--- src/rsc_map.vh ---
// register map and constants of the return stack and reset cause block
// ==========================================================================
// Functional notes
// - pointer holds 0 to 31 in five low bits
// - push: increment, write; pop: read, decrement
// - any reset zeroes the pointer
// - software reads and writes the pointer
// - 31 pushes without pop set full
// - overflow reset on: 31st push stores, sets full, resets
// - overflow reset off: 31st push sets full, pointer stays 31
// - pop when empty gives zero, sets underflow
// - full, underflow (bits 7, 6) clear by software or power-on
// - underflow goes to zero, not a reset
// - push writes current pc at the new top
// - pop decrements, previous entry becomes top
// - software reads and writes top entry bytes
// - external clear in run: zero, time-out set
// - external clear asleep: zero, time-out set, power-down clear
// - external clear at full power: zero, flags kept
// - watchdog awake: reset to zero, time-out clear
// - watchdog asleep: pc plus two, time-out and power-down clear
// - interrupt wake: power-down clear, pc plus two or vector
// - soft brown-out enable: one at power-on, kept only with config 01
// - watchdog wake keeps registers
`ifndef RSC_MAP_VH
`define RSC_MAP_VH

// ==========================================================================
// register byte offsets
`define RSC_OFS_STACK_PTR 8'h00
`define RSC_OFS_TOS_LOW 8'h04
`define RSC_OFS_TOS_HIGH 8'h08
`define RSC_OFS_TOS_UPPER 8'h0C
`define RSC_OFS_RESET_CAUSE 8'h10

// internal register indices, unmapped last
`define RSC_IDX_STACK_PTR 3'h0
`define RSC_IDX_TOS_LOW 3'h1
`define RSC_IDX_TOS_HIGH 3'h2
`define RSC_IDX_TOS_UPPER 3'h3
`define RSC_IDX_RESET_CAUSE 3'h4
`define RSC_IDX_NONE 3'h7

// ==========================================================================
// stack pointer register fields
`define RSC_SP_FULL_BIT 7
`define RSC_SP_UNF_BIT 6
`define RSC_SP_MAX 5'h1F
`define RSC_SP_ZERO 5'h00

// reset cause register fields
`define RSC_RC_SBOR_BIT 6
`define RSC_RC_RI_BIT 4
`define RSC_RC_TO_BIT 3
`define RSC_RC_PD_BIT 2
`define RSC_RC_POR_BIT 1
`define RSC_RC_BOR_BIT 0

// power-on values of flags
`define RSC_POR_SBOR 1'b1
`define RSC_POR_RI 1'b1
`define RSC_POR_TO 1'b1
`define RSC_POR_PD 1'b1
`define RSC_POR_POR 1'b0
`define RSC_POR_BOR 1'b0
`define RSC_POR_STK 1'b0

// ==========================================================================
// brown-out config value enabling software control, power modes
`define RSC_BOR_CFG_SOFT 2'h1
`define RSC_MODE_FULL 2'h0
`define RSC_MODE_RUN 2'h1
`define RSC_MODE_IDLE 2'h2
`define RSC_MODE_SLEEP 2'h3

// program counter targets
`define RSC_VEC_RESET 21'h000000
`define RSC_VEC_HIGH 21'h000008
`define RSC_VEC_LOW 21'h000018
`define RSC_PC_STEP 21'h000002

// bus responses
`define RSC_RESP_OKAY 2'h0
`define RSC_RESP_SLVERR 2'h2

`endif

--- src/rsc_top.v ---
// return stack and reset cause flags behind an axi4-lite slave
//
// Decided for this implementation: the AXI4-Lite interface to the registers and the address map.
`timescale 1ns/1ns
`default_nettype none
`include "rsc_map.vh"

module rsc_top #(
    parameter PCW = 21,
    parameter AW = 8
) (
    // clock and reset
    input wire mclk,
    input wire rst_b,
    // axi4-lite write address and data
    input wire awvalid,
    output reg awready,
    input wire [AW-1:0] awaddr,
    input wire wvalid,
    output reg wready,
    input wire [31:0] wdata,
    input wire [3:0] wstrb,
    // axi4-lite write response
    output reg bvalid,
    input wire bready,
    output reg [1:0] bresp,
    // axi4-lite read
    input wire arvalid,
    output reg arready,
    input wire [AW-1:0] araddr,
    output reg rvalid,
    input wire rready,
    output reg [31:0] rdata,
    output reg [1:0] rresp,
    // core call and return
    input wire pushReq,
    input wire [PCW-1:0] pushData,
    input wire popReq,
    input wire [PCW-1:0] pcNow,
    output reg [PCW-1:0] popData,
    output reg popValid,
    // reset sequencer events
    input wire evtResetInstr,
    input wire evtBrownout,
    input wire evtExtClear,
    input wire evtWatchdog,
    input wire evtIntWake,
    input wire wakeHighPri,
    input wire [1:0] pwrMode,
    // configuration
    input wire overflowResetEnable,
    input wire [1:0] brownoutConfigField,
    input wire highPriorityGlobalEnable,
    input wire lowPriorityGlobalEnable,
    // program counter redirect and reset request to the core
    output reg pcLoad,
    output reg [PCW-1:0] pcLoadAddr,
    output reg stackResetReq
);

    // ==========================================================================
    // address decode shared by read and write paths
    function [2:0] regIdx;
        input [AW-1:0] addr;
        begin
            case (addr)
                `RSC_OFS_STACK_PTR: regIdx = `RSC_IDX_STACK_PTR;
                `RSC_OFS_TOS_LOW: regIdx = `RSC_IDX_TOS_LOW;
                `RSC_OFS_TOS_HIGH: regIdx = `RSC_IDX_TOS_HIGH;
                `RSC_OFS_TOS_UPPER: regIdx = `RSC_IDX_TOS_UPPER;
                `RSC_OFS_RESET_CAUSE: regIdx = `RSC_IDX_RESET_CAUSE;
                default: regIdx = `RSC_IDX_NONE;
            endcase
        end
    endfunction

    // ==========================================================================
    // state
    reg [4:0] sp_r;
    reg full_r;
    reg unf_r;
    reg sbor_r;
    reg ri_r;
    reg to_r;
    reg pd_r;
    reg por_r;
    reg bor_r;
    reg awHeld_r;
    reg wHeld_r;
    reg [AW-1:0] awAddr_r;
    reg [7:0] wByte_r;
    reg wLane_r;

    reg [4:0] sp_nxt;
    reg full_nxt;
    reg unf_nxt;
    reg sbor_nxt;
    reg ri_nxt;
    reg to_nxt;
    reg pd_nxt;
    reg por_nxt;
    reg bor_nxt;
    reg [PCW-1:0] popData_nxt;
    reg popValid_nxt;
    reg pcLoad_nxt;
    reg [PCW-1:0] pcLoadAddr_nxt;
    reg stackResetReq_nxt;
    reg memWe;
    reg [4:0] memWa;
    reg [PCW-1:0] memWd;
    reg [7:0] rdByte;
    reg anyReset;

    wire [PCW-1:0] memRd;
    wire cfgSoft;
    wire lowPower;
    wire [PCW-1:0] pcResume;
    wire awTake;
    wire wTake;
    wire arTake;
    wire wrDo;
    wire [2:0] wrIdx;
    wire [2:0] rdIdx;
    wire awHeld_nxt;
    wire wHeld_nxt;
    wire bvalid_nxt;
    wire rvalid_nxt;

    // ==========================================================================
    // stack storage, read at the current pointer; a push writes one above it
    rsc_stack_mem #(
        .WIDTH(PCW),
        .ABITS(5)
    ) uStackMem (
        .mclk(mclk),
        .wrEn(memWe),
        .wrAddr(memWa),
        .wrData(memWd),
        .rdAddr(sp_r),
        .rdData(memRd)
    );

    // soft brown-out enable only exists with the matching config value
    assign cfgSoft = (brownoutConfigField == `RSC_BOR_CFG_SOFT);
    assign lowPower = (pwrMode == `RSC_MODE_IDLE) || (pwrMode == `RSC_MODE_SLEEP);
    assign pcResume = pcNow + `RSC_PC_STEP;

    // ==========================================================================
    // bus handshakes: one write and one read in flight at most
    assign awTake = awvalid & awready;
    assign wTake = wvalid & wready;
    assign arTake = arvalid & arready;
    // write happens the cycle after both halves are held, so either order works
    assign wrDo = awHeld_r & wHeld_r;
    assign wrIdx = regIdx(awAddr_r);
    assign rdIdx = regIdx(araddr);
    assign awHeld_nxt = wrDo ? 1'b0 : (awHeld_r | awTake);
    assign wHeld_nxt = wrDo ? 1'b0 : (wHeld_r | wTake);
    assign bvalid_nxt = wrDo ? 1'b1 : (bvalid & ~bready);
    assign rvalid_nxt = arTake ? 1'b1 : (rvalid & ~rready);

    // ==========================================================================
    // read data mux, reserved bits read as zero
    always @* begin
        rdByte = 8'h00;
        case (rdIdx)
            `RSC_IDX_STACK_PTR: begin
                rdByte = {full_r, unf_r, 1'b0, sp_r};
            end
            `RSC_IDX_TOS_LOW: begin
                rdByte = memRd[7:0];
            end
            `RSC_IDX_TOS_HIGH: begin
                rdByte = memRd[15:8];
            end
            `RSC_IDX_TOS_UPPER: begin
                rdByte = {{(24-PCW){1'b0}}, memRd[PCW-1:16]};
            end
            `RSC_IDX_RESET_CAUSE: begin
                rdByte = {1'b0, sbor_r & cfgSoft, 1'b0, ri_r, to_r, pd_r, por_r, bor_r};
            end
            default: begin
                rdByte = 8'h00;
            end
        endcase
    end

    // ==========================================================================
    // next state: software writes first, core stack ops next, reset events last
    // so a hardware set always beats a software clear in the same cycle
    always @* begin
        sp_nxt = sp_r;
        full_nxt = full_r;
        unf_nxt = unf_r;
        sbor_nxt = sbor_r;
        ri_nxt = ri_r;
        to_nxt = to_r;
        pd_nxt = pd_r;
        por_nxt = por_r;
        bor_nxt = bor_r;
        popData_nxt = popData;
        popValid_nxt = 1'b0;
        pcLoad_nxt = 1'b0;
        pcLoadAddr_nxt = pcLoadAddr;
        stackResetReq_nxt = 1'b0;
        memWe = 1'b0;
        memWa = sp_r;
        memWd = memRd;
        anyReset = 1'b0;

        // software writes, low byte lane only
        if (wrDo && wLane_r) begin
            case (wrIdx)
                `RSC_IDX_STACK_PTR: begin
                    sp_nxt = wByte_r[4:0];
                    // flags are clear-only from software
                    if (!wByte_r[`RSC_SP_FULL_BIT]) full_nxt = 1'b0;
                    if (!wByte_r[`RSC_SP_UNF_BIT]) unf_nxt = 1'b0;
                end
                `RSC_IDX_TOS_LOW: begin
                    memWe = 1'b1;
                    memWd = {memRd[PCW-1:8], wByte_r};
                end
                `RSC_IDX_TOS_HIGH: begin
                    memWe = 1'b1;
                    memWd = {memRd[PCW-1:16], wByte_r, memRd[7:0]};
                end
                `RSC_IDX_TOS_UPPER: begin
                    memWe = 1'b1;
                    memWd = {wByte_r[PCW-17:0], memRd[15:0]};
                end
                `RSC_IDX_RESET_CAUSE: begin
                    sbor_nxt = wByte_r[`RSC_RC_SBOR_BIT] & cfgSoft;
                    por_nxt = wByte_r[`RSC_RC_POR_BIT];
                    bor_nxt = wByte_r[`RSC_RC_BOR_BIT];
                end
                default: begin
                    memWe = 1'b0;
                end
            endcase
        end

        // push wins over a same-cycle pop
        if (pushReq) begin
            if (sp_r == `RSC_SP_MAX) begin
                // already full: entry 31 is never overwritten
                full_nxt = 1'b1;
                if (overflowResetEnable) begin
                    sp_nxt = `RSC_SP_ZERO;
                    stackResetReq_nxt = 1'b1;
                    anyReset = 1'b1;
                end
            end else begin
                // increment first, then write at the new top
                sp_nxt = sp_r + 5'h01;
                memWe = 1'b1;
                memWa = sp_r + 5'h01;
                memWd = pushData;
                if (sp_r == `RSC_SP_MAX - 5'h01) begin
                    full_nxt = 1'b1;
                    if (overflowResetEnable) begin
                        // store, then reset
                        sp_nxt = `RSC_SP_ZERO;
                        stackResetReq_nxt = 1'b1;
                        anyReset = 1'b1;
                    end
                end
            end
        end else if (popReq) begin
            popValid_nxt = 1'b1;
            if (sp_r == `RSC_SP_ZERO) begin
                // zero sends the core to address zero
                popData_nxt = `RSC_VEC_RESET;
                unf_nxt = 1'b1;
            end else begin
                // read first, then decrement
                popData_nxt = memRd;
                sp_nxt = sp_r - 5'h01;
            end
        end

        // sequencer events, one at a time by priority
        if (evtBrownout) begin
            anyReset = 1'b1;
            ri_nxt = 1'b1;
            to_nxt = 1'b1;
            pd_nxt = 1'b1;
            bor_nxt = 1'b0;
        end else if (evtExtClear) begin
            anyReset = 1'b1;
            case (pwrMode)
                `RSC_MODE_RUN: begin
                    to_nxt = 1'b1;
                end
                `RSC_MODE_IDLE, `RSC_MODE_SLEEP: begin
                    to_nxt = 1'b1;
                    pd_nxt = 1'b0;
                end
                default: begin
                    to_nxt = to_r;
                end
            endcase
        end else if (evtWatchdog) begin
            to_nxt = 1'b0;
            if (lowPower) begin
                // a wake, not a reset
                pd_nxt = 1'b0;
                pcLoad_nxt = 1'b1;
                pcLoadAddr_nxt = pcResume;
            end else begin
                anyReset = 1'b1;
            end
        end else if (evtResetInstr) begin
            anyReset = 1'b1;
            ri_nxt = 1'b0;
        end else if (evtIntWake) begin
            pd_nxt = 1'b0;
            pcLoad_nxt = 1'b1;
            if (wakeHighPri && highPriorityGlobalEnable) begin
                pcLoadAddr_nxt = `RSC_VEC_HIGH;
            end else if (!wakeHighPri && lowPriorityGlobalEnable) begin
                pcLoadAddr_nxt = `RSC_VEC_LOW;
            end else begin
                pcLoadAddr_nxt = pcResume;
            end
        end

        // common reset effects; stack flags are left alone
        if (anyReset) begin
            sp_nxt = `RSC_SP_ZERO;
            pcLoad_nxt = 1'b1;
            pcLoadAddr_nxt = `RSC_VEC_RESET;
            popValid_nxt = 1'b0;
            if (!cfgSoft) sbor_nxt = 1'b0;
        end
    end

    // ==========================================================================
    // registers; power-on is the async reset
    always @(posedge mclk or negedge rst_b) begin
        if (!rst_b) begin
            sp_r <= `RSC_SP_ZERO;
            full_r <= `RSC_POR_STK;
            unf_r <= `RSC_POR_STK;
            sbor_r <= `RSC_POR_SBOR;
            ri_r <= `RSC_POR_RI;
            to_r <= `RSC_POR_TO;
            pd_r <= `RSC_POR_PD;
            por_r <= `RSC_POR_POR;
            bor_r <= `RSC_POR_BOR;
            popData <= `RSC_VEC_RESET;
            popValid <= 1'b0;
            pcLoad <= 1'b0;
            pcLoadAddr <= `RSC_VEC_RESET;
            stackResetReq <= 1'b0;
        end else begin
            sp_r <= sp_nxt;
            full_r <= full_nxt;
            unf_r <= unf_nxt;
            sbor_r <= sbor_nxt;
            ri_r <= ri_nxt;
            to_r <= to_nxt;
            pd_r <= pd_nxt;
            por_r <= por_nxt;
            bor_r <= bor_nxt;
            popData <= popData_nxt;
            popValid <= popValid_nxt;
            pcLoad <= pcLoad_nxt;
            pcLoadAddr <= pcLoadAddr_nxt;
            stackResetReq <= stackResetReq_nxt;
        end
    end

    // ==========================================================================
    // axi4-lite write channel; ready drops while a half is held
    always @(posedge mclk or negedge rst_b) begin
        if (!rst_b) begin
            awHeld_r <= 1'b0;
            wHeld_r <= 1'b0;
            awAddr_r <= {AW{1'b0}};
            wByte_r <= 8'h00;
            wLane_r <= 1'b0;
            awready <= 1'b0;
            wready <= 1'b0;
            bvalid <= 1'b0;
            bresp <= `RSC_RESP_OKAY;
        end else begin
            awHeld_r <= awHeld_nxt;
            wHeld_r <= wHeld_nxt;
            if (awTake) awAddr_r <= awaddr;
            if (wTake) begin
                wByte_r <= wdata[7:0];
                wLane_r <= wstrb[0];
            end
            // no new write until the response is taken
            awready <= ~awHeld_nxt & ~bvalid_nxt;
            wready <= ~wHeld_nxt & ~bvalid_nxt;
            bvalid <= bvalid_nxt;
            if (wrDo) begin
                bresp <= (wrIdx == `RSC_IDX_NONE) ? `RSC_RESP_SLVERR : `RSC_RESP_OKAY;
            end
        end
    end

    // ==========================================================================
    // axi4-lite read channel; data is sampled at the address edge
    always @(posedge mclk or negedge rst_b) begin
        if (!rst_b) begin
            arready <= 1'b0;
            rvalid <= 1'b0;
            rdata <= 32'h00000000;
            rresp <= `RSC_RESP_OKAY;
        end else begin
            arready <= ~rvalid_nxt;
            rvalid <= rvalid_nxt;
            if (arTake) begin
                rdata <= {24'h000000, rdByte};
                rresp <= (rdIdx == `RSC_IDX_NONE) ? `RSC_RESP_SLVERR : `RSC_RESP_OKAY;
            end
        end
    end

endmodule // rsc_top

`default_nettype wire

--- src/rsc_stack_mem.v ---
// return address storage array with one write port and one asynchronous read port
`timescale 1ns/1ns
`default_nettype none

module rsc_stack_mem #(
    parameter WIDTH = 21,
    parameter ABITS = 5
) (
    // clock
    input wire mclk,
    // write port
    input wire wrEn,
    input wire [ABITS-1:0] wrAddr,
    input wire [WIDTH-1:0] wrData,
    // read port
    input wire [ABITS-1:0] rdAddr,
    output wire [WIDTH-1:0] rdData
);

    // entry 0 is only seen when the stack is empty
    reg [WIDTH-1:0] mem [0:(1<<ABITS)-1];

    // ==========================================================================
    // write on the clock, no reset: contents are data, not control
    always @(posedge mclk) begin
        if (wrEn) begin
            mem[wrAddr] <= wrData;
        end
    end

    // combinational read: pop sees the entry at once
    assign rdData = mem[rdAddr];

endmodule // rsc_stack_mem

`default_nettype wire

--- config.mk ---
export PLATFORM = sky130hd
export DESIGN_NAME = rsc_top
export DESIGN_NICKNAME = d
export VERILOG_FILES = /design/src/rsc_top.v /design/src/rsc_stack_mem.v
export VERILOG_INCLUDE_DIRS = /design/src
export SDC_FILE = /design/constraint.sdc
export NUM_CORES = 1
export LEC_CHECK = 0
export BUFFER_PORTS_ARGS = -buffer_cell sky130_fd_sc_hd__buf_2
export CORE_UTILIZATION = 40
export CTS_BUF_LIST = sky130_fd_sc_hd__clkbuf_8
export DETAILED_ROUTE_END_ITERATION = 7
export GPL_TIMING_DRIVEN = 0
export PLACE_DENSITY = 0.66
export REMOVE_ABC_BUFFERS = 1
export SYNTH_ARGS = -nofsm -noshare
export SYNTH_HDL_FRONTEND = slang
export SYNTH_SLANG_ARGS = --single-unit
--- constraint.sdc ---
create_clock -name mclk -period 5.34 [get_ports mclk]
set_input_delay 0 -clock mclk [delete_from_list [all_inputs] [get_ports mclk]]
set_output_delay 0 -clock mclk [all_outputs]
set_load 0.1 [all_outputs]
==> results by stage, run 1 <==
Critical path:
- Along the worst path, the maximum fanout reaches 62.
- The biggest cell delay along the critical path is 800 ps.
- The largest delay contributor family on the critical path is simple AND/OR/NAND/NOR gates.
- The worst path buffer plus inverter count is 3.
- Data on the critical path is required at its endpoint by 5800 ps.
- The worst setup path is of the flip-flop to flip-flop kind.
- STA puts the critical path data arrival time at 5450 ps.
- Traced cell by cell, the critical path runs through buf_16 > ha_1 > nand3_1 > inv_1 > ha_1 > nand2b_2 > nor2_1 > xnor2_1 > nand2_1 > nor2_4 > buf_16.
- The startpoint class of the critical path is a flip-flop.
- The slowest stage of the critical path belongs to the cell sky130_fd_sc_hd__dfrtp_4.
- The kind of end point of the critical path is a flip-flop.

STA:
- Setup repair after global routing left no endpoint under its margin.
- The minimum clock period after layout is 4990 ps.
- For the final database, setup skew stands at 66.12 ps.
- The maximum clock rate is 200.4 MHz.
- In the finished design, the share of the clock period the worst path needs comes to 93.45%.
- The worst path setup slack after routing is 350.0 ps.
- Setup violations remaining at the end of the flow were counted as 0.
- Setup total negative slack on the finished layout was measured at 0 ps.
- The total count of max-transition violations in the final report came to 0.
- The slew at the pin closest to its max-slew limit is 1237 ps.
- The final hold violation count is 0.
- The max-slew headroom at the worst pin is 16.66%.

Detailed routing:
- Using the TritonRoute via totals, the vias-per-cell ratio works out to 5.805.
- The remaining design rule violation count is 0.
- The first detailed-routing pass took 6 iterations.
- The count of nets left with antenna violations after detail routing is 0.
- The average detailed-routed wire length per instance is 27.49 um.
- The detailed router finished its first iteration with 2,336 violations.
- The total number of vias is 19,349.
- The total detailed-routing wirelength is 91.61 mm.

Synthesis:
- The number of synthesized register bits is 764.
- The Yosys step of the flow raised 0 warnings.
- The netlist area before placement is 31,310 um2.
- Yosys attributes the largest share of cell area to sky130_fd_sc_hd__edfxtp_1 64%, sky130_fd_sc_hd__mux4_2 7.7%, sky130_fd_sc_hd__dfrtp_1 7.0%.
- The largest total area in the synthesized netlist belongs to sky130_fd_sc_hd__edfxtp_1.
- For this run, the leading register cell type out of synthesis is sky130_fd_sc_hd__edfxtp_1.
- The top-area cell type share of the netlist area is 64.46%.
- After synthesis, the share of flip-flops with an asynchronous set or reset is 12.04%.
- The cell count after synthesis came out at 1,794.
- The synthesized design contains 672 enable-type register cells.
- The number of different library cells used by synthesis comes to 77.
- Sequential cells were found to cover 71.82% of the synthesized design area.
- Dividing the synthesized area by the synthesized cell count gives 17.45 um2.

Final layout:
- The net count of the finished layout is 2,312.
- The area growth from synthesis to layout is 22.48%.
- The post-route netlist has 26.59% of its cells at a drive strength greater than 1.
- Cells fill 49.50% of the core in the end.
- The finished layout holds 3,333 standard cells, fillers aside.

Global routing:
- The via count of the first global-routing pass came to 19,351.
- The number of antenna violations at the first check in global routing is 3.
- In the global route stage, overall resource usage came out at 22.88%.
- Entering global routing, the biggest net connects 73 pins.
- The global-route wire length before repair is 130.5 mm.
- The remaining global-route overflow is 0.

CTS:
- Clock-pin slew was measured on the worst setup and hold paths at 70 ps.
- TritonCTS built the clock tree.
- The clock sink count is 764.
- The cell at the root of the clock tree is sky130_fd_sc_hd__clkbuf_8.
- Once the clock tree was built, the resizer swapped 0 gates to a different size.
- The number of CTS-inserted buffers is 120.
- The longest clock path from root to sink contains 3 buffers.
- The later pin in the worst-skew pair is clocked with a latency of 780 ps.
- The H-tree was split into 3 levels.

Die:
- For this configuration, the core starts out at a cell density of 40.41%.
- The core area is 77,470 um2.
- The horizontal extent of the die is 281.8 um.
- The die area is 79,390 um2.
- The die extent in y is 281.8 um.
- The floorplan has 102 rows.
- During I/O placement, the number of pins put on the boundary was 202.

Run status:
- The flow ran to the end, and the final reports show no timing, DRC or antenna violations.

Power and ir drop:
- VDD sags by at most 206.6 uV.
- Summed over all cells, the static leakage comes to 0.01299 uW.
- The completed layout was analyzed and its total power is 12,840 uW.
- In this run the power density over the cells is 334.8 nW/um2.

Placed design:
- The number of port buffers is 148.
- The placed wire-length estimate is 56.29 mm.
- The placed instance count is 2,942.
- The final weighted congestion in routability-driven placement is 0.8648.
- Timing analysis after detailed placement gives a worst setup slack of 234.0 ps.

Run:
- Across the run, the number of max-cap violations was 0.

Worst hold path:
- The class of the worst hold path is input pin to flip-flop.
layout by cell type (no fill, tap or decap), types with 33 or more instances in the layout:
cell                            instances
sky130_fd_sc_hd__a22oi_1               40
sky130_fd_sc_hd__buf_2                147
sky130_fd_sc_hd__clkbuf_8             129
sky130_fd_sc_hd__dfrtp_1               83
sky130_fd_sc_hd__dlygate4sd3_1        164
sky130_fd_sc_hd__edfxtp_1             672
sky130_fd_sc_hd__inv_1                 56
sky130_fd_sc_hd__mux2_2                55
sky130_fd_sc_hd__mux2i_1              133
sky130_fd_sc_hd__mux4_2               107
sky130_fd_sc_hd__nand2_1               70
sky130_fd_sc_hd__nand3_1               33
sky130_fd_sc_hd__nor2_1                57
sky130_fd_sc_hd__o21ai_0               37
sky130_fd_sc_hd__o22ai_1               33
cells in the mapped netlist, drive strengths merged, types with 8 or more instances:
library cell  count
edfxtp          672
mux2i           133
mux4            107
nor2             91
dfrtp            88
buf              79
nand2            70
mux2             55
o21ai            42
clkbuf           41
a22oi            40
nand3            34
o22ai            33
a21oi            31
nor3             19
o2bb2ai          19
inv              17
xor2             17
nand2b           15
nor2b            15
a22o             14
a31oi            12
a211oi           10
nand4            10
a221oi            9
a21o              8
xnor2             8
registers in the layout, summed over array words and instances (netlist names), 5 cells and up:
name	cells
wByte_r	8
uStackMem.mem	672
rdata	8
pcLoadAddr	21
popData	21
sp_r	5
awAddr_r	8
worst reg2reg max path: stages (launching register included):
cell	delay, ps
sky130_fd_sc_hd__dfrtp_4	800
sky130_fd_sc_hd__buf_16	350
sky130_fd_sc_hd__ha_1	380
sky130_fd_sc_hd__nand3_1	160
sky130_fd_sc_hd__inv_1	100
sky130_fd_sc_hd__ha_1	270
sky130_fd_sc_hd__nand2b_2	770
sky130_fd_sc_hd__nor2_1	210
sky130_fd_sc_hd__xnor2_1	380
sky130_fd_sc_hd__nand2_1	380
sky130_fd_sc_hd__nor2_4	630
sky130_fd_sc_hd__buf_16	250
power by group:
part           switching, uW  internal [uW]
Clock                   2320           2480
Combinational            739            421
Sequential               202           6680
timing repair:
| item | 4_1_cts | 5_1_grt |
|---|---|---|
| hold buffers | 165 | 0 |
| endpoints found under the hold margin | 610 | 0 |
| setup endpoints to repair | 0 | 12 |
| buffers inserted | 0 | 1 |
cells by family (layout without fill, tap and decap cells):
group / Yosys count / count (layout) / synth area share, %
buffers and inverters: 138 / 609 / 2.554
AO/OA/AOI/OAI: 264 / 264 / 5.931
AND/OR/NAND/NOR: 301 / 301 / 4.812
adder cells (fa/ha/maj): 6 / 6 / 0.2398
other: 1 / 29 / 0.01198
multiplexers: 295 / 295 / 13.93
flip-flops: 764 / 764 / 71.82
XOR/XNOR: 25 / 25 / 0.6994
stage by stage:
| step | area [um2] | hold WS (ps) |
|---|---|---|
| floorplan | 30670 | -295.6 |
| global placement | 32710 | 187.9 |
| detailed placement | 34320 | -56.95 |
| CTS | 38310 | 22.92 |
| global route | 38340 | 64.16 |
| finish | 38340 | 41.99 |
per-layer routing:
| metal | GRT usage [%] | vias up | part of all wire (%) |
|---|---|---|---|
| li1 | - | 7961 | - |
| met1 | 30.52 | 9891 | 40 |
| met2 | 34.81 | 1239 | 45 |
| met3 | 5.593 | 258 | 11 |
| met4 | 11.83 | 0 | 4.9 |
| met5 | 0 | - | 0 |
area by class of cell:
type,instances,area (um2)
clock inverter,93,551.8
tap,1040,1301
multi-input combinational,917,8478
fill,6190,39120
timing repair buffer,369,3660
antenna,3,7.507
sequential,764,22500
inverter,18,67.56
clock buffer,129,1775
worst paths after layout:
check                      cells past startpoint  slack [ps]                    from                        endpoint
min in group asynchronous                      4         290                   rst_b      pcLoadAddr[13]$_DFFE_PN0P_
hold reg to reg                                2         490  popData[4]$_DFFE_PN0P_          popData[4]$_DFFE_PN0P_
max in group asynchronous                      4        4600                   rst_b                bvalid$_DFF_PN0_
setup / recovery                              11         350       sp_r[1]$_DFF_PN0_  uStackMem.mem[3][14]$_DFFE_PP_
hold / removal                                 3          40             pushData[5]  uStackMem.mem[31][5]$_DFFE_PP_
setup reg to reg                              11         350       sp_r[1]$_DFF_PN0_  uStackMem.mem[3][14]$_DFFE_PP_
Power figures use the tool's default switching activity.
==> inputs of run 2 (changes only) <==
- ABC_AREA: not set -> 1
==> results by stage, run 2 <==
Power and ir drop:
- The proportion of power drawn by the clock network is 34.3%.
- The analysis attributes to net switching a power of 3668 uW.
- IR analysis of the VDD net gives a maximum drop of 168.4 uV.
- The total power per unit cell area is 339.1 nW/um2.
- The combinational fraction of design power is 13.3%.
- The internal power summed over all cells is 9509 uW.
- The relative contribution of sequential cells to total power is 52.4%.
- The standby leakage power is 0.01531 uW.
- The switching part of the total is 27.83%.

Final layout:
- The number of antenna diodes in the final layout is 0.
- The largest registers in the layout are uStackMem.mem: 672 flops, pcLoadAddr: 21 flops, popData: 21 flops.
- Relative to the synthesized area, the layout overhead comes to 19.73%.
- The final cell count without fillers is 4,481.
- Across the whole layout, storage elements account for 22,490 um2.
- In the layout the commonest cells are 1,041 x sky130_fd_sc_hd__nand2_1, 672 x sky130_fd_sc_hd__edfxtp_1, 320 x sky130_fd_sc_hd__nand3_1, 211 x sky130_fd_sc_hd__nor2_1, 165 x sky130_fd_sc_hd__dlygate4sd3_1.
- The filler cells instantiated in the layout total 6,904.
- Cells fill 48.32% of the core in the end.
- In the final layout, the multi-input gates occupy 8976 um2.
- The register bank with the most flops is uStackMem.mem.
- The final net count is 3,454.
- The most frequent standard cell in the layout excluding fill and tap cells is sky130_fd_sc_hd__nand2_1.
- The flip-flop count of the largest register, all copies and words added is 672.
- The ratio of cells with drive above 1 in the final layout is 12.80%.

Placed design:
- Prior to clock tree synthesis, the placed netlist has a worst setup slack of 52.40 ps.
- The congestion estimate from routability-driven global placement came to 0.9456.
- Input and output buffers added on the ports amount to 148.
- The placed instance count is 4,106.
- The placed wire-length estimate is 52.00 mm.

Global routing:
- Entering global routing, the biggest net connects 187 pins.
- The combined global-route utilization of all metal layers is 21.48%.
- The number of antenna violations at the first check in global routing is 2.
- The via count of the first global-routing pass was 22,286.
- The global-route wire length before repair is 133.0 mm.
- The remaining global-route overflow is 0.

STA:
- The maximum clock rate is 196.1 MHz.
- The clock arrives with 43.94 ps of skew.
- At the pin with the least slew margin, the transition time is 1452 ps.
- The minimum clock period after layout is 5098 ps.
- The worst path setup slack after routing is 241.6 ps.
- The max-slew headroom at the worst pin is 3.211%.
- Setup repair after global routing left no endpoint under its margin.
- The total count of max-transition violations in the final report is 0.
- The final hold violation count was 0.
- The share of the cycle needed by the critical path after routing is 95.48%.
- The final setup violation count is 0.

Critical path:
- The critical path start-end classification is flip-flop to flip-flop.
- The highest fanout seen on the critical path is 155.
- For the worst setup path, the data required time is 5940 ps.
- The kind of end point of the critical path is a flip-flop.
- For the worst setup path, the data arrival time is 5700 ps.
- The setup check on the worst reg-to-reg path leaves a slack of 240 ps.
- The startpoint class of the critical path is a flip-flop.

Synthesis:
- The cell taking the most area after synthesis is sky130_fd_sc_hd__edfxtp_1.
- The most used flip-flop cell after synthesis is sky130_fd_sc_hd__edfxtp_1.
- Yosys printed 0 warnings.
- The average instance in the mapped netlist occupies 10.81 um2.
- Synthesis instantiated 45 different standard cells from the library.
- The top cell type by area accounts for 62.18% of the synthesized area.
- The post-synthesis cell count is 3,002.
- Counting flops with a built-in enable in the synthesized netlist gives 672.
- The sequential cell area fraction in the yosys report is 69.29%.
- The share of synthesized registers carrying an async set or reset is 12.04%.
- The number of synthesized register bits is 764.
- By area the synthesized netlist is led by sky130_fd_sc_hd__edfxtp_1 62%, sky130_fd_sc_hd__nand2_1 12%, sky130_fd_sc_hd__dfrtp_1 6.8%.
- Counting instances in the post-synthesis netlist gives the leading cell types as 1,041 x sky130_fd_sc_hd__nand2_1, 672 x sky130_fd_sc_hd__edfxtp_1, 320 x sky130_fd_sc_hd__nand3_1.
- The dominant cell by count in the synthesized netlist is sky130_fd_sc_hd__nand2_1.
- The mapped netlist covers 32,450 um2.

Detailed routing:
- The count of nets left with antenna violations once routing finished came out at 0.
- The total detailed-routing wirelength is 92.06 mm.
- The detail-routed via count per cell is 5.324.
- In the final routed layout, each cell accounts on average for 20.54 um.
- After detailed routing, the number of remaining DRC violations is 0.
- For this block, the initial DRC count from the detailed router was 2,827.
- Before antenna repair, the detailed router went through 6 iterations.
- The total number of vias is 23,857.

Die:
- The die is 286.8 um wide.
- The initialized floorplan defines 104 standard-cell rows.
- The core region is 80,420 um2.
- The I/O pin count is 202.
- The floorplan step defined a die boundary enclosing 82,270 um2.
- The die extent in y is 286.8 um.
- The initial utilization of the core area, before any placement, comes to 40.36%.

CTS:
- Counting every sink on the clock net gives 764.
- The cell at the root of the clock tree is sky130_fd_sc_hd__clkbuf_8.
- The CTS tree is done.
- The CTS clock-pin slew for the worst setup and hold paths is 70 ps.
- The number of CTS-inserted buffers is 113.
- The latest clock arrival within the worst-skew pair is 760 ps.
- The H-tree generated during clock tree synthesis spans 3 levels.
- The maximum number of buffers from clock root to sink is 3.

Run:
- Across the run, the number of max-cap violations was 0.

Run status:
- The flow ran to the end, and the final reports show no timing, DRC or antenna violations.

Worst hold path:
- In this run the worst hold path is classified as input pin to flip-flop.
==> run 2: cell count changes in the layout (fill, tap and decap cells not counted), moves of 80 or more <==
cell,previous run,this run
sky130_fd_sc_hd__nand2_1,70,1041
sky130_fd_sc_hd__nand3_1,33,320
sky130_fd_sc_hd__inv_1,56,136
sky130_fd_sc_hd__nor2_1,57,211
sky130_fd_sc_hd__mux4_2,107,0
sky130_fd_sc_hd__mux2i_1,133,0
==> run 2: power by group through the flow <==
| stage | logic (uW) | clock network [uW] | registers, uW |
|---|---|---|---|
| floorplan | 636 | 0 | 7280 |
| global placement | 1350 | 0 | 7070 |
| detailed placement | 1470 | 0 | 7010 |
| CTS | 1660 | 4560 | 6890 |
| global route | 1840 | 4820 | 6900 |
| finish | 1750 | 4520 | 6900 |
==> run 2: kinds of logic after synthesis <==
| logic type | after synthesis | share of synthesized area (%) |
|---|---|---|
| AOI/OAI and AO/OA | 295 | 4.954 |
| xor gates and xnor gates | 12 | 0.3239 |
| adders and majority gates | 6 | 0.2313 |
| buffers and inverters | 278 | 4.519 |
| DFF | 764 | 69.29 |
| other | 1 | 0.01156 |
| and+or+nand+nor | 1646 | 20.67 |
==> run 2: critical path, cell delays in order, from the launching register on <==
cell	delay (ps)
sky130_fd_sc_hd__dfrtp_4	690
sky130_fd_sc_hd__buf_16	310
sky130_fd_sc_hd__buf_16	280
sky130_fd_sc_hd__buf_16	250
sky130_fd_sc_hd__inv_16	370
sky130_fd_sc_hd__ha_1	250
sky130_fd_sc_hd__nand2_1	60
sky130_fd_sc_hd__nor2_2	210
sky130_fd_sc_hd__nand2_2	100
sky130_fd_sc_hd__nand2_1	120
sky130_fd_sc_hd__nand3_2	110
sky130_fd_sc_hd__nand2_2	180
sky130_fd_sc_hd__inv_2	110
sky130_fd_sc_hd__nand2_2	260
sky130_fd_sc_hd__nor2_1	90
sky130_fd_sc_hd__nand2_1	80
sky130_fd_sc_hd__dlygate4sd3_1	600
sky130_fd_sc_hd__nand2_1	60
sky130_fd_sc_hd__dlygate4sd3_1	560
==> run 2: area by class of cell <==
type	instances	area share (%)
Sequential cell	764	57.89
Inverter	101	1.037
Tap cell	1060	3.413
Timing Repair Buffer	364	9.019
Clock buffer	133	4.711
Clock inverter	71	0.8276
Multi-Input combinational cell	1988	23.10
==> run 2: path summary, 6_finish.rpt <==
path | end | start | depth (start not counted)
worst min register to register | sbor_r$_DFF_PN1_ | sbor_r$_DFF_PN1_ | 2
worst min-delay path | pcLoadAddr[14]$_DFFE_PN0P_ | highPriorityGlobalEnable | 6
worst max register to register | pcLoadAddr[19]$_DFFE_PN0P_ | sp_r[0]$_DFF_PN0_ | 18
max in group asynchronous | ri_r$_DFFE_PN1P_ | rst_b | 4
worst max-delay path | pcLoadAddr[19]$_DFFE_PN0P_ | sp_r[0]$_DFF_PN0_ | 18
min in group asynchronous | pcLoadAddr[3]$_DFFE_PN0P_ | rst_b | 4
==> run 2: through the flow <==
step           total power, uW  cell area [um2]  hold WS [ps]   TNS, ps
2_1_floorplan             7916            31460        -295.6  -8111250
3_3_place_gp              8418            33530         195.6         -
3_5_place_dp              8484            34950        -51.91         0
4_1_cts                  13110            38770        0.4409         0
5_1_grt                  13570            38860         72.44         0
6_report                 13180            38860         53.47         0
==> run 2: what timing repair did <==
action,in CTS,in global routing
setup endpoints to repair,0,374
resized for setup,0,4
hold buffers,166,0
buffers inserted,0,1
endpoints found under the hold margin,600,0
==> run 2: layer usage <==
metal	global-route usage, %	up-vias	wire length [um]
met1	27.99	11381	35680
li1	-	10890	-
met4	11.34	0	5491
met3	4.952	360	8844
met2	33.45	1226	42040
met5	0	-	0
